==> config.mk <==
export PLATFORM = sky130hd
export DESIGN_NAME = tx_descriptor_queue_walker
export DESIGN_NICKNAME = d
export VERILOG_FILES = /design/src/design/tx_walker_pkg.sv /design/src/design/tx_descriptor_queue_walker.sv
export VERILOG_INCLUDE_DIRS = /design/src /design/src/design
export SDC_FILE = /design/constraint.sdc
export NUM_CORES = 1
export LEC_CHECK = 0
export BUFFER_PORTS_ARGS = -buffer_cell sky130_fd_sc_hd__buf_2
export CORE_MARGIN = 5
export CORE_UTILIZATION = 50
export CTS_BUF_LIST = sky130_fd_sc_hd__clkbuf_8
export CTS_CLUSTER_DIAMETER = 40
export DETAILED_ROUTE_END_ITERATION = 12
export GPL_ROUTABILITY_DRIVEN = 0
export MAX_ROUTING_LAYER = met4
export PLACE_DENSITY = 0.66
export SETUP_SLACK_MARGIN = 0.3
export SYNTH_ARGS = -nofsm -noshare
export SYNTH_HDL_FRONTEND = slang
export SYNTH_SLANG_ARGS = --single-unit
==> constraint.sdc <==
create_clock -name clock -period 7.8 [get_ports clock]
set_input_delay 0.78 -clock clock [delete_from_list [all_inputs] [get_ports clock]]
set_output_delay 0.78 -clock clock [all_outputs]
set_load 0.03 [all_outputs]
==> src/design/tx_walker_defs.svh <==
`ifndef TX_WALKER_DEFS_SVH
`define TX_WALKER_DEFS_SVH

// register byte offsets on the AHB-Lite slave
`define TXW_REG_HEAD      4'h0
`define TXW_REG_COMPL     4'h4
`define TXW_REG_CTRL      4'h8
`define TXW_REG_STAT      4'hC

// descriptor word offsets from the descriptor base
`define TXW_WORD_NEXT     32'h0000_0000
`define TXW_WORD_BUF      32'h0000_0004
`define TXW_WORD_OFFLEN   32'h0000_0008
`define TXW_WORD_FLGLEN   32'h0000_000C

// bits of the flags_length_word
`define TXW_BIT_SOP       31
`define TXW_BIT_EOP       30
`define TXW_BIT_OWN       29
`define TXW_BIT_EOQ       28
`define TXW_BIT_TDOWN     27
`define TXW_BIT_SWCRC     26

// control and status bit positions
`define TXW_CTRL_TDOWN    0
`define TXW_ST_BUSY       0
`define TXW_ST_EOQ        1
`define TXW_ST_TDOWN      2
`define TXW_ST_ACKPEND    3

// crc-32, reflected form
`define TXW_CRC_POLY      32'hEDB8_8320
`define TXW_CRC_INIT      32'hFFFF_FFFF
`define TXW_CRC_LAST      2'h3

`endif

==> src/design/tx_walker_pkg.sv <==
package tx_walker_pkg;

	typedef enum logic [3:0] {
		S_IDLE,
		S_LINK,
		S_BUF,
		S_OFF,
		S_FLG,
		S_DECIDE,
		S_FETCHB,
		S_EMIT,
		S_CRC,
		S_RELINK,
		S_EOQ,
		S_OWN,
		S_TDOWN
	} walk_state_t;

endpackage : tx_walker_pkg

==> src/design/tx_descriptor_queue_walker.sv <==
// Design decisions made here: the placing of the registers and the AHB-Lite register port.
`include "tx_walker_defs.svh"

module tx_descriptor_queue_walker (
	// clock and reset
	input  wire logic        clock,
	input  wire logic        arst_n,
	// ahb-lite register slave
	input  wire logic        hsel,
	input  wire logic [31:0] haddr,
	input  wire logic [1:0]  htrans,
	input  wire logic        hwrite,
	input  wire logic [2:0]  hsize,
	input  wire logic [31:0] hwdata,
	input  wire logic        hready,
	output logic             hreadyout,
	output logic [31:0]      hrdata,
	output logic             hresp,
	// shared memory word port
	output logic             memReq,
	output logic             memWrite,
	output logic [31:0]      memAddr,
	output logic [31:0]      memWdata,
	input  wire logic        memAck,
	input  wire logic [31:0] memRdata,
	// transmit byte stream
	output logic             txValid,
	output logic [7:0]       txData,
	output logic             txLast,
	input  wire logic        txReady
);

	tx_walker_pkg::walk_state_t stateQ, stateD, postState;

	logic [31:0] curQ, linkQ, bufQ, flagsQ, sopDescQ, sopFlagsQ;
	logic [15:0] offQ, fragLenQ, pktLenQ, cntQ;
	logic [31:0] cacheQ, crcQ, cpQ, ackQ, hrdataQ;
	logic [29:0] cacheAddrQ;
	logic [1:0]  crcIdxQ;
	logic [3:0]  regAddrQ;
	logic        cacheValidQ, wrPendQ, tdReqQ, tdDoneQ, eoqHaltQ;

	// one crc-32 step over a byte, lsb first as the wire sends it
	function automatic logic [31:0] crcStep(input logic [31:0] crc, input logic [7:0] b);
		logic [31:0] c;
		c = crc ^ {24'h00_0000, b};
		for (int i = 0; i < 8; i++) begin
			c = c[0] ? ((c >> 1) ^ `TXW_CRC_POLY) : (c >> 1);
		end
		return c;
	endfunction : crcStep

	// little-endian byte lane of a word
	function automatic logic [7:0] laneByte(input logic [31:0] w, input logic [1:0] idx);
		return w[{idx, 3'b000} +: 8];
	endfunction : laneByte

	// bus decode; zero wait states, so hreadyout never stalls the master
	wire busAct   = hsel & htrans[1] & hready;
	wire busy     = (stateQ != tx_walker_pkg::S_IDLE);
	wire headWr   = wrPendQ && (regAddrQ == `TXW_REG_HEAD) && !busy;
	wire complWr  = wrPendQ && (regAddrQ == `TXW_REG_COMPL);
	wire ctrlWr   = wrPendQ && (regAddrQ == `TXW_REG_CTRL);
	wire ackPend  = (cpQ != ackQ);
	wire [31:0] statWord = {pktLenQ, 12'h000, ackPend, tdDoneQ, eoqHaltQ, busy};
	wire [31:0] readMux  = (haddr[3:0] == `TXW_REG_HEAD)  ? curQ :
	                       (haddr[3:0] == `TXW_REG_COMPL) ? cpQ :
	                       (haddr[3:0] == `TXW_REG_CTRL)  ? {31'h0, tdReqQ} :
	                       (haddr[3:0] == `TXW_REG_STAT)  ? statWord : 32'h0000_0000;

	assign hreadyout = 1'b1;
	assign hresp     = 1'b0;
	assign hrdata    = hrdataQ;

	// descriptor field views
	wire isSop   = flagsQ[`TXW_BIT_SOP];
	wire isEop   = flagsQ[`TXW_BIT_EOP];
	wire swCrc   = isSop ? flagsQ[`TXW_BIT_SWCRC] : sopFlagsQ[`TXW_BIT_SWCRC];
	wire sameDsc = (curQ == sopDescQ);
	// offset only honoured on the packet-start descriptor
	wire [31:0] skip     = isSop ? {16'h0000, offQ} : 32'h0000_0000;
	wire [31:0] byteAddr = bufQ + skip + {16'h0000, cntQ};
	wire        cacheHit = cacheValidQ && (cacheAddrQ == byteAddr[31:2]);
	wire        lastData = ((cntQ + 16'h0001) == fragLenQ);
	wire        emitTake = (stateQ == tx_walker_pkg::S_EMIT) && txReady;
	wire        crcTake  = (stateQ == tx_walker_pkg::S_CRC) && txReady;

	// stream outputs; the crc goes out inverted, low byte first
	assign txValid = (stateQ == tx_walker_pkg::S_EMIT) || (stateQ == tx_walker_pkg::S_CRC);
	assign txData  = (stateQ == tx_walker_pkg::S_CRC) ? laneByte(~crcQ, crcIdxQ)
	                                                   : laneByte(cacheQ, byteAddr[1:0]);
	assign txLast  = ((stateQ == tx_walker_pkg::S_EMIT) && lastData && isEop && swCrc) ||
	                 ((stateQ == tx_walker_pkg::S_CRC) && (crcIdxQ == `TXW_CRC_LAST));

	// memory port: only word three is ever written back
	always_comb begin
		memReq   = 1'b0;
		memWrite = 1'b0;
		memAddr  = curQ;
		memWdata = 32'h0000_0000;
		case (stateQ)
			tx_walker_pkg::S_LINK, tx_walker_pkg::S_RELINK: begin
				memReq  = 1'b1;
				memAddr = curQ + `TXW_WORD_NEXT;
			end
			tx_walker_pkg::S_BUF: begin
				memReq  = 1'b1;
				memAddr = curQ + `TXW_WORD_BUF;
			end
			tx_walker_pkg::S_OFF: begin
				memReq  = 1'b1;
				memAddr = curQ + `TXW_WORD_OFFLEN;
			end
			tx_walker_pkg::S_FLG: begin
				memReq  = 1'b1;
				memAddr = curQ + `TXW_WORD_FLGLEN;
			end
			tx_walker_pkg::S_FETCHB: begin
				memReq  = !cacheHit;
				memAddr = {byteAddr[31:2], 2'b00};
			end
			tx_walker_pkg::S_EOQ: begin
				memReq   = 1'b1;
				memWrite = 1'b1;
				memAddr  = curQ + `TXW_WORD_FLGLEN;
				memWdata = flagsQ | (32'h1 << `TXW_BIT_EOQ);
				if (sameDsc) begin
					memWdata[`TXW_BIT_OWN] = 1'b0;
				end
			end
			tx_walker_pkg::S_OWN: begin
				memReq   = 1'b1;
				memWrite = 1'b1;
				memAddr  = sopDescQ + `TXW_WORD_FLGLEN;
				memWdata = sopFlagsQ & ~(32'h1 << `TXW_BIT_OWN);
			end
			tx_walker_pkg::S_TDOWN: begin
				memReq   = 1'b1;
				memWrite = 1'b1;
				memAddr  = curQ + `TXW_WORD_FLGLEN;
				memWdata = (flagsQ | (32'h1 << `TXW_BIT_TDOWN)) & ~(32'h1 << `TXW_BIT_OWN);
			end
			default: begin
				memReq = 1'b0;
			end
		endcase
	end

	// where a finished fragment leads
	always_comb begin
		if (isEop) begin
			postState = swCrc ? tx_walker_pkg::S_RELINK : tx_walker_pkg::S_CRC;
		end else if (linkQ != 32'h0000_0000) begin
			postState = tx_walker_pkg::S_LINK;
		end else begin
			postState = tx_walker_pkg::S_RELINK;
		end
	end

	// walker sequencing
	always_comb begin
		stateD = stateQ;
		case (stateQ)
			tx_walker_pkg::S_IDLE:   if (headWr) stateD = tx_walker_pkg::S_LINK;
			tx_walker_pkg::S_LINK:   if (memAck) stateD = tx_walker_pkg::S_BUF;
			tx_walker_pkg::S_BUF:    if (memAck) stateD = tx_walker_pkg::S_OFF;
			tx_walker_pkg::S_OFF:    if (memAck) stateD = tx_walker_pkg::S_FLG;
			tx_walker_pkg::S_FLG:    if (memAck) stateD = tx_walker_pkg::S_DECIDE;
			tx_walker_pkg::S_DECIDE: begin
				if (isSop && tdReqQ) begin
					stateD = tx_walker_pkg::S_TDOWN;
				end else if (fragLenQ == 16'h0000) begin
					stateD = postState;
				end else begin
					stateD = tx_walker_pkg::S_FETCHB;
				end
			end
			tx_walker_pkg::S_FETCHB: if (cacheHit || memAck) stateD = tx_walker_pkg::S_EMIT;
			tx_walker_pkg::S_EMIT: begin
				if (txReady) begin
					stateD = lastData ? postState : tx_walker_pkg::S_FETCHB;
				end
			end
			tx_walker_pkg::S_CRC: begin
				if (crcTake && (crcIdxQ == `TXW_CRC_LAST)) stateD = tx_walker_pkg::S_RELINK;
			end
			tx_walker_pkg::S_RELINK: begin
				// the link is read again here so a late patch is still seen
				if (memAck) begin
					if (memRdata == 32'h0000_0000) begin
						stateD = isEop ? tx_walker_pkg::S_EOQ : tx_walker_pkg::S_IDLE;
					end else begin
						stateD = isEop ? tx_walker_pkg::S_OWN : tx_walker_pkg::S_LINK;
					end
				end
			end
			tx_walker_pkg::S_EOQ: begin
				if (memAck) stateD = sameDsc ? tx_walker_pkg::S_IDLE : tx_walker_pkg::S_OWN;
			end
			tx_walker_pkg::S_OWN: begin
				if (memAck) begin
					stateD = (linkQ == 32'h0000_0000) ? tx_walker_pkg::S_IDLE : tx_walker_pkg::S_LINK;
				end
			end
			tx_walker_pkg::S_TDOWN:  if (memAck) stateD = tx_walker_pkg::S_IDLE;
			default:                 stateD = tx_walker_pkg::S_IDLE;
		endcase
	end

	wire pktDone  = memAck && (((stateQ == tx_walker_pkg::S_EOQ) && sameDsc) ||
	                           (stateQ == tx_walker_pkg::S_OWN));
	wire tdFinish = (memAck && (stateQ == tx_walker_pkg::S_TDOWN)) ||
	                (!busy && tdReqQ);

	// bus slave registers
	always_ff @(posedge clock or negedge arst_n) begin
		if (!arst_n) begin
			wrPendQ  <= 1'b0;
			regAddrQ <= 4'h0;
			hrdataQ  <= 32'h0000_0000;
		end else begin
			wrPendQ  <= busAct && hwrite;
			regAddrQ <= busAct ? haddr[3:0] : regAddrQ;
			hrdataQ  <= (busAct && !hwrite) ? readMux : hrdataQ;
		end
	end

	// software-visible state; a teardown request wins over its own clear
	always_ff @(posedge clock or negedge arst_n) begin
		if (!arst_n) begin
			ackQ     <= 32'h0000_0000;
			cpQ      <= 32'h0000_0000;
			tdReqQ   <= 1'b0;
			tdDoneQ  <= 1'b0;
			eoqHaltQ <= 1'b0;
		end else begin
			if (complWr) ackQ <= hwdata;
			if (pktDone || (memAck && (stateQ == tx_walker_pkg::S_TDOWN))) cpQ <= curQ;
			if (ctrlWr && hwdata[`TXW_CTRL_TDOWN]) tdReqQ <= 1'b1;
			else if (tdFinish) tdReqQ <= 1'b0;
			if (tdFinish) tdDoneQ <= 1'b1;
			else if (headWr) tdDoneQ <= 1'b0;
			if (memAck && (stateQ == tx_walker_pkg::S_EOQ)) eoqHaltQ <= 1'b1;
			else if (headWr) eoqHaltQ <= 1'b0;
		end
	end

	// descriptor fields, latched as each word arrives
	always_ff @(posedge clock or negedge arst_n) begin
		if (!arst_n) begin
			stateQ   <= tx_walker_pkg::S_IDLE;
			curQ     <= 32'h0000_0000;
			linkQ    <= 32'h0000_0000;
			bufQ     <= 32'h0000_0000;
			offQ     <= 16'h0000;
			fragLenQ <= 16'h0000;
			flagsQ   <= 32'h0000_0000;
		end else begin
			stateQ <= stateD;
			// step only on entry, so a slow link fetch keeps its address; a late
			// patch is taken straight off the bus since linkQ only loads at this edge
			if (headWr) curQ <= hwdata;
			else if ((stateD == tx_walker_pkg::S_LINK) && (stateQ != tx_walker_pkg::S_LINK))
				curQ <= (stateQ == tx_walker_pkg::S_RELINK) ? memRdata : linkQ;
			if (memAck && ((stateQ == tx_walker_pkg::S_LINK) || (stateQ == tx_walker_pkg::S_RELINK)))
				linkQ <= memRdata;
			if (memAck && (stateQ == tx_walker_pkg::S_BUF)) bufQ <= memRdata;
			if (memAck && (stateQ == tx_walker_pkg::S_OFF)) begin
				offQ     <= memRdata[31:16];
				fragLenQ <= memRdata[15:0];
			end
			if (memAck && (stateQ == tx_walker_pkg::S_FLG)) flagsQ <= memRdata;
		end
	end

	// per-packet state, taken from the packet-start descriptor only
	always_ff @(posedge clock or negedge arst_n) begin
		if (!arst_n) begin
			sopDescQ  <= 32'h0000_0000;
			sopFlagsQ <= 32'h0000_0000;
			pktLenQ   <= 16'h0000;
		end else if ((stateQ == tx_walker_pkg::S_DECIDE) && isSop) begin
			sopDescQ  <= curQ;
			sopFlagsQ <= flagsQ;
			pktLenQ   <= flagsQ[15:0];
		end
	end

	// byte walk, word cache and crc; the cache saves three of four reads
	always_ff @(posedge clock or negedge arst_n) begin
		if (!arst_n) begin
			cntQ        <= 16'h0000;
			cacheQ      <= 32'h0000_0000;
			cacheAddrQ  <= 30'h0;
			cacheValidQ <= 1'b0;
			crcQ        <= `TXW_CRC_INIT;
			crcIdxQ     <= 2'h0;
		end else begin
			if (stateQ == tx_walker_pkg::S_DECIDE) begin
				cntQ        <= 16'h0000;
				cacheValidQ <= 1'b0;
				crcIdxQ     <= 2'h0;
				if (isSop) crcQ <= `TXW_CRC_INIT;
			end
			if (emitTake) begin
				cntQ <= cntQ + 16'h0001;
				crcQ <= crcStep(crcQ, txData);
			end
			if (memAck && (stateQ == tx_walker_pkg::S_FETCHB)) begin
				cacheQ      <= memRdata;
				cacheAddrQ  <= byteAddr[31:2];
				cacheValidQ <= 1'b1;
			end
			if (crcTake) crcIdxQ <= crcIdxQ + 2'h1;
		end
	end
endmodule : tx_descriptor_queue_walker

==> metrics.md, run 1 <==
| Metric | Value |
|---|---|
| Outcome | finished, final reports clean |
| Number of synthesized flops with an enable pin | 0 |
| CTS max path bufs | 3 |
| Max-Cap Viols | 0 |
| Worst Setup Start Kind | flop |
| CP Class | flop to primary output |
| Fraction of layout cells with a size suffix above 1 | around 26% |
| Slew of the pin with the lowest slew margin | around 1100 ps |
| Min-delay worst type | primary input to asynchronous set/reset pin |
| Clk root buf | clkbuf_8 |
| Post-DP HPWL | between 60,000 and 70,000 um |
| Worst-path cell chain | and2_1 -> fa_1 -> ha_1 -> nand2_1 -> or3_1 -> or3_4 -> a21oi_1 -> a31oi_1 -> or4_1 -> or4_4 -> nor2_1 -> a21o_1 -> a31oi_1 -> buf_2 |
| Fin crit share | between 80% and 90% |
| Clock Latency Late Sink | between 600 and 700 ps |
| Total CTS buffers | slightly above 80 |
| Post-CTS Resized | 0 |
| Peak supply drop | around 1400 uV |
| Final hold vios | 0 |
| FF-to-FF path depth | 14 |
| Tmin final | around 7000 ps |
| Area growth from synthesis to layout | 11.70% |
| Critical Path AT | about 6100 ps |
| Number of synthesized register bits | 444 |
| CP endpoint kind | primary output |
| Clock transition at path regs | roughly 60 ps |
| # rows | between 80 and 90 |
| R2R Setup Slk | between 1000 and 1500 ps |
| R2r startpoint | flagsQ[31]$_DFFE_PN0P_ |
| First-pass GRT wire length | 134,700 um |
| Most used cell, CP | a31oi_1 |
| Die Height | around 240 um |
| CTS HTree Levels | 3 |
| Synth Flop Type | dfrtp_1 |
| TritonCTS clock tree | built |
| Via-per-instance ratio | roughly 6.3 |
| Vias | about 22,000 |
| Power per Cell Area | ~550 nW/um^2 |
| Routed WL | 88,260 um |
| Clock sink count | ~440 |
| IO buf count | ~180 |
| Netlist cell types | 82 |
| Final Setup Violations | 0 |
| Crit Path Max Fanout | 21 |
| Setup bufs post-CTS | 0 |
| Fmax | 145.6 MHz |
| Post-synth ARST share | 100.0% |
| Sequential group share of total power | between 20 and 30% |
| Int Pwr | 8.592 mW |
| Static leakage | roughly 12 nW |
| Antenna-violating nets left | 0 |
| Die X-Extent | about 240 um |
| Placed Area | around 28,000 um^2 |
| Hold buffers post-CTS | 0 |
| Ys Warns | 0 |
| Rel. slew slack | approximately a quarter |
| Critical-path top delay cell | dfrtp_1 |
| Pre-antenna DRT Iters | 8 |
| Worst reg2reg endpoint | curQ[3]$_DFFE_PN0P_ |
| Full die area | between 50,000 and 60,000 um^2 |
| # DRC | 0 |
| Nets | a little under 3,000 |
| Total grt overflow | 0 |
| Overall Global Routing Usage | 31.18% |
| Pins Over Slew Limit | 0 |
| Worst Path Required | between 7000 and 8000 ps |
| Number of global-route vias before repair | ~22,000 |
| Core footprint | about 53,000 um^2 |
| Comb pwr share | between 50% and 60% |
| Initial Util | about half |
| Mapped cell area | between 20,000 and 30,000 um^2 |
| Synth Instances | approximately 2,700 |
| WL per Instance | 25.04 um |
| Syn_nets | 2,799 |
| Sequential share of the synthesized area | about two fifths |
| Initial DRC count | approximately 2,700 |
| Final Core Density | between 50% and 60% |
| Post-synthesis area per instance | about 10 um^2 |
| Net Switching | about 7.8 mW |
| Post-route cell area | 29,740 um^2 |
| Pin count of the biggest net entering global routing | 140 |
| I/O pins | between 200 and 250 |
| Setup tns final | 0 ps |
| Initial antenna violation count | 5 |
| CP peak stage delay | slightly below 800 ps |
| Clock share of power | approximately 14% |
| Clock skew | ~26 ps |
| RSZ-0062 raised after global routing | no |
| Sw frac | between 40% and 50% |
## worst max-delay path: cells and delay by family (launching register included)
| kind | cells | cell delay [ps] |
|---|---|---|
| simple gates | 7 | 2470 |
| buf+inv | 1 | 250 |
| compound gates | 4 | 900 |
| flops | 1 | 790 |
| fa+ha+maj | 2 | 1010 |
## worst max-delay path by stage
stage                                 startpoint                    to  slack (ps)  cells past startpoint
after detailed placement  flagsQ[31]$_DFFE_PN0P_  curQ[19]$_DFFE_PN0P_        1300                     14
after CTS                 flagsQ[31]$_DFFE_PN0P_                memReq         950                     14
after global routing      flagsQ[31]$_DFFE_PN0P_                memReq         680                     14
final                     flagsQ[31]$_DFFE_PN0P_                memReq         930                     14
after global placement    flagsQ[31]$_DFFE_PN0P_  curQ[14]$_DFFE_PN0P_        1340                     14
after floorplan           flagsQ[31]$_DFFE_PN0P_  curQ[11]$_DFFE_PN0P_        2410                     17
## layout make-up
type | instances | area, um^2
multi-input cells | 2000 | 14690
flip-flops and latches | 444 | 11150
well taps | 688 | 860.8
diodes | 4 | 10.01
clock buffers | 101 | 1390
inverters | 28 | 105.1
clock inverters | 45 | 340.3
fillers | 4551 | 22910
repair buffers | 215 | 1191
## synthesized netlist by cell type (32+ instances only)
cell type	count	area [um^2]
nand4_1	54	337.8
o221ai_1	39	341.6
xnor2_1	176	1541
nand2_1	243	912.1
o21ai_0	227	1136
nor2b_1	36	225.2
xor2_1	62	543.0
nor4_1	34	212.7
nand3_1	44	220.2
nor2_1	152	570.6
nor3_1	47	235.2
a22o_1	32	280.3
dfstp_2	32	840.8
mux2_2	317	3570
a21oi_1	128	640.6
mux2i_1	63	630.6
dfrtp_1	412	10310
clkbuf_1	140	525.5
## layout by cell type (no fill, tap or decap), types with 13 or more instances in the layout
master	instances
o31ai_1	26
nand2_1	241
clkbuf_8	101
nor3_1	46
o221ai_1	39
mux2i_1	63
nor2_1	150
buf_2	182
a221oi_1	13
xor2_1	62
dfstp_2	32
and2_1	26
mux4_2	17
and3_1	14
o21ai_0	226
dfrtp_1	412
nand4_1	54
or3_1	18
a22o_1	32
inv_1	50
fa_1	17
buf_4	30
mux2_2	317
xnor2_1	176
nand3_1	44
nor4_1	33
a21oi_1	128
ha_1	21
nor2b_1	36
## sequential cells by signal (all words and copies together) (netlist names), 2 cells and up
signal and cells:
ackQ 32, bufQ 32, cacheQ 32, cpQ 32
crcQ 32, curQ 32, flagsQ 32, hrdata 32
linkQ 32, sopDescQ 32, sopFlagsQ 31, cacheAddrQ 30
cntQ 16, fragLenQ 16, offQ 16, regAddrQ 4
stateQ 4, crcIdxQ 2
## metal layers
layer  track usage, %  share of wire (%)  wire, um  vias to the layer above
li1                 -                  -         -                     9902
met1            41.54                 41     36220                    11130
met2            48.02                 46     40990                     1100
met3            5.771                8.4      7410                      240
met4            11.63                4.1      3635                        0
met5                -                  0         0                        -
## stage by stage
step / hold WS [ps] / instances / power (mW) / setup slack [ps]
2_1_floorplan: 435.1 / 2653 / 11.34 / 2411
3_3_place_gp: 450.2 / 3375 / 13.69 / 1344
3_5_place_dp: 454.5 / 3375 / 13.88 / 1301
4_1_cts: 214.3 / 3521 / 16.32 / 946.4
5_1_grt: 254.6 / 3524 / 17.44 / 680.2
6_report: 184.9 / 3525 / 16.39 / 930.8
## cell families (layout without fill, tap and decap cells)
| logic type | Yosys count | in the layout | share of synthesized area (%) |
|---|---|---|---|
| other | 2 | 6 | 0.02821 |
| muxes | 397 | 397 | 17.21 |
| xor gates and xnor gates | 239 | 239 | 7.914 |
| adders and majority gates | 38 | 38 | 2.265 |
| AOI/OAI and AO/OA | 593 | 593 | 14.14 |
| DFF | 444 | 444 | 41.88 |
| buffers and inverters | 209 | 389 | 3.130 |
| and+or+nand+nor | 731 | 731 | 13.43 |
## power by group through the flow
stage,combinational (mW),sequential (mW),clock [mW]
floorplan,7.50,3.84,0
global placement,9.36,4.32,0
detailed placement,9.49,4.39,0
CTS,9.57,4.35,2.39
global route,10.4,4.50,2.51
finish,9.64,4.39,2.35
No activity file was read; power rests on OpenSTA's default activity.
==> inputs of run 2 (changes only) <==
- clock period: 7.8 -> 7.9 ns (I/O delays scaled with it)
==> run 2 against run 1 <==
Combinational power fell by 0.6%. Sequential share of layout area is essentially flat. Clock skew decreased by 0.63 ps. Register-to-register slack hardly changed. Count of clock-buffer cells in the layout grew 3. Sequential cell count unchanged. Wire length up 0.19%. Non-clock buffer count fell by 2. Worst hold slack better by 5.9 ps. Global-route usage decreased by 0.16 points. Via count increased by 0.25%. Total power decreased by 0.55%. Critical endpoint unchanged. Largest power group unchanged.
==> metrics.md, run 2 (synthesis results as in run 1) <==
| Metric | Value |
|---|---|
| Fraction of layout cells with a size suffix above 1 | 25.94% (unchanged) |
| Core footprint | 52,660 um^2 (unchanged) |
| Pre-antenna DRT Iters | 6 (-2) |
| Post-DP HPWL | 63,940 um (-0.45%) |
| # DRC | 0 (unchanged) |
| Worst Setup Start Kind | flop |
| First-pass GRT wire length | 134,300 um (-0.28%) |
| Static leakage | 12.44 nW (about the same) |
| Full die area | 57,970 um^2 (unchanged) |
| Initial DRC count | 2,738 (+3.2%) |
| Total CTS buffers | 81 (-1.2%) |
| Worst-path cell chain | and2_1 -> fa_1 -> ha_1 -> nand2_1 -> or3_1 -> or3_4 -> a21oi_1 -> a31oi_1 -> or4_1 -> or4_4 -> nor2_1 -> a21o_1 -> a31oi_1 -> buf_2 |
| Peak supply drop | 1313 uV (-7.9%) |
| Nets | 2,914 (-0.10%) |
| Pins Over Slew Limit | 0 (unchanged) |
| Min-delay worst type | primary input to asynchronous set/reset pin |
| Slew of the pin with the lowest slew margin | 1196 ps (+81.41 ps) |
| Number of global-route vias before repair | 21,570 (-0.61%) |
| R2r startpoint | flagsQ[31]$_DFFE_PN0P_ |
| IO buf count | 183 (unchanged) |
| Final Core Density | 56.54% (+0.057 points) |
| Die X-Extent | 240.8 um (unchanged) |
| Setup bufs post-CTS | 0 (unchanged) |
| CTS max path bufs | 3 (unchanged) |
| Initial Util | 50.57% (unchanged) |
| Max-Cap Viols | 0 (unchanged) |
| Via-per-instance ratio | 6.364 (+0.28%) |
| Crit path launch | flagsQ[31]$_DFFE_PN0P_ |
| Pin count of the biggest net entering global routing | 198 (+41%) |
| Final hold vios | 0 (unchanged) |
| Fmax | 143.1 MHz |
| Rel. slew slack | 20.07% (-5.4 points) |
| Fill cells | 4,529 (-0.48%) |
| Antenna-violating nets left | 0 (unchanged) |
| Die Height | 240.8 um (unchanged) |
| Final Setup Violations | 0 (unchanged) |
| Overall Global Routing Usage | 31.02% (-0.16 points) |
| Commonest non-fill, non-tap cell in the layout | dfrtp_1 |
| Routed WL | 88,430 um (+0.19%) |
| Power per Cell Area | 547.3 nW/um^2 (-0.65%) |
| I/O pins | 218 (unchanged) |
| RSZ-0062 raised after global routing | no |
| Setup tns final | 0 ps (unchanged) |
| CTS HTree Levels | 3 (unchanged) |
| # rows | 84 (unchanged) |
| CP endpoint kind | primary output |
| Hold buffers post-CTS | 0 (unchanged) |
| Crit Path Max Fanout | 21 (unchanged) |
| Total grt overflow | 0 (unchanged) |
| Area growth from synthesis to layout | 11.81% |
| Clk root buf | clkbuf_8 |
| R2R Setup Slk | 1210 ps (about the same) |
| Outcome | finished, final reports clean |
| Clock skew | 25.69 ps (-0.6347 ps) |
| Critical-path top delay cell | dfrtp_1 |
| TritonCTS clock tree | built |
| Fin crit share | 88.48% |
| Final hold slack | 190.8 ps (+5.895 ps) |
| Most used cell, CP | a31oi_1 |
| Clock transition at path regs | 60 ps (about the same) |
| CP peak stage delay | 780 ps (about the same) |
| Most frequent cells in the layout | dfrtp_1, mux2_2, nand2_1 |
| Critical Path AT | 6200 ps (+110 ps) |
| CP Class | flop to primary output |
| WL per Instance | 25.09 um (+0.22%) |
| Clock sink count | 444 (unchanged) |
| Overall Power | 16.29 mW (-0.55%) |
| Vias | 22,430 (+0.25%) |
| Clock Latency Late Sink | 680 ps (about the same) |
| Initial antenna violation count | 4 (-1) |
| Tmin final | between 6000 and 7000 ps |
| Worst Path Required | 7110 ps (+90 ps) |
| Post-CTS Resized | 0 (unchanged) |
run 2: changes by cell type in the layout (fill, tap and decap cells not counted), sizes merged:
cell | previous run | this run
buf | 215 | 213
clkbuf | 101 | 104
clkinv | 14 | 10
clkinvlp | 1 | 3
diode | 4 | 3
inv | 53 | 54
run 2: per-layer routing:
metal  track usage (%)  wire length [um]
met5                 -                 0
met1             41.37             36430
met2             47.54             40370
met4             11.95              4209
met3             5.702              7414
run 2: power by group:
| part | internal (mW) | switching, mW |
|---|---|---|
| combinational | 3.95 | 5.63 |
| sequential | 3.21 | 1.13 |
| clock | 1.35 | 1.02 |
run 2: worst paths after layout:
path                                     endpoint  depth (start not counted)
setup reg to reg             curQ[16]$_DFFE_PN0P_                         13
hold / removal             flagsQ[15]$_DFFE_PN0P_                          1
setup / recovery                           memReq                         14
min in group clock           ackQ[18]$_DFFE_PN0P_                          2
hold reg to reg            hrdata[27]$_DFFE_PN0P_                          2
max in group asynchronous  hrdata[12]$_DFFE_PN0P_                          2
run 2: final cells by class:
type                            count  area [um^2]  share of cell area (%)
Multi-Input combinational cell   2000        14690                   49.35
Sequential cell                   444        11150                   37.45
Clock buffer                      104         1431                   4.808
Timing Repair Buffer              213         1176                   3.951
Tap cell                          688        860.8                   2.891
Clock inverter                     44        346.6                   1.164
Inverter                           28        105.1                  0.3530
Antenna cell                        3        7.507                 0.02522
run 2: per-stage QoR:
step / instances / area (um^2) / setup WS (ps)
5_1_grt: 3524 / 29770 / 668.2
6_report: 3524 / 29770 / 910.4
2_1_floorplan: 2653 / 26630 / 2510
3_3_place_gp: 3373 / 27990 / 1394
3_5_place_dp: 3373 / 27990 / 1354
4_1_cts: 3521 / 29760 / 974.7
run 2: worst max-delay path: cells and delay by family, from the launching register on:
kind                     cells  cell delay (ps)
buffers and inverters        1              250
adder cells (fa/ha/maj)      2             1030
flip-flops                   1              780
AND/OR/NAND/NOR              7             2540
AO/OA/AOI/OAI                4              900
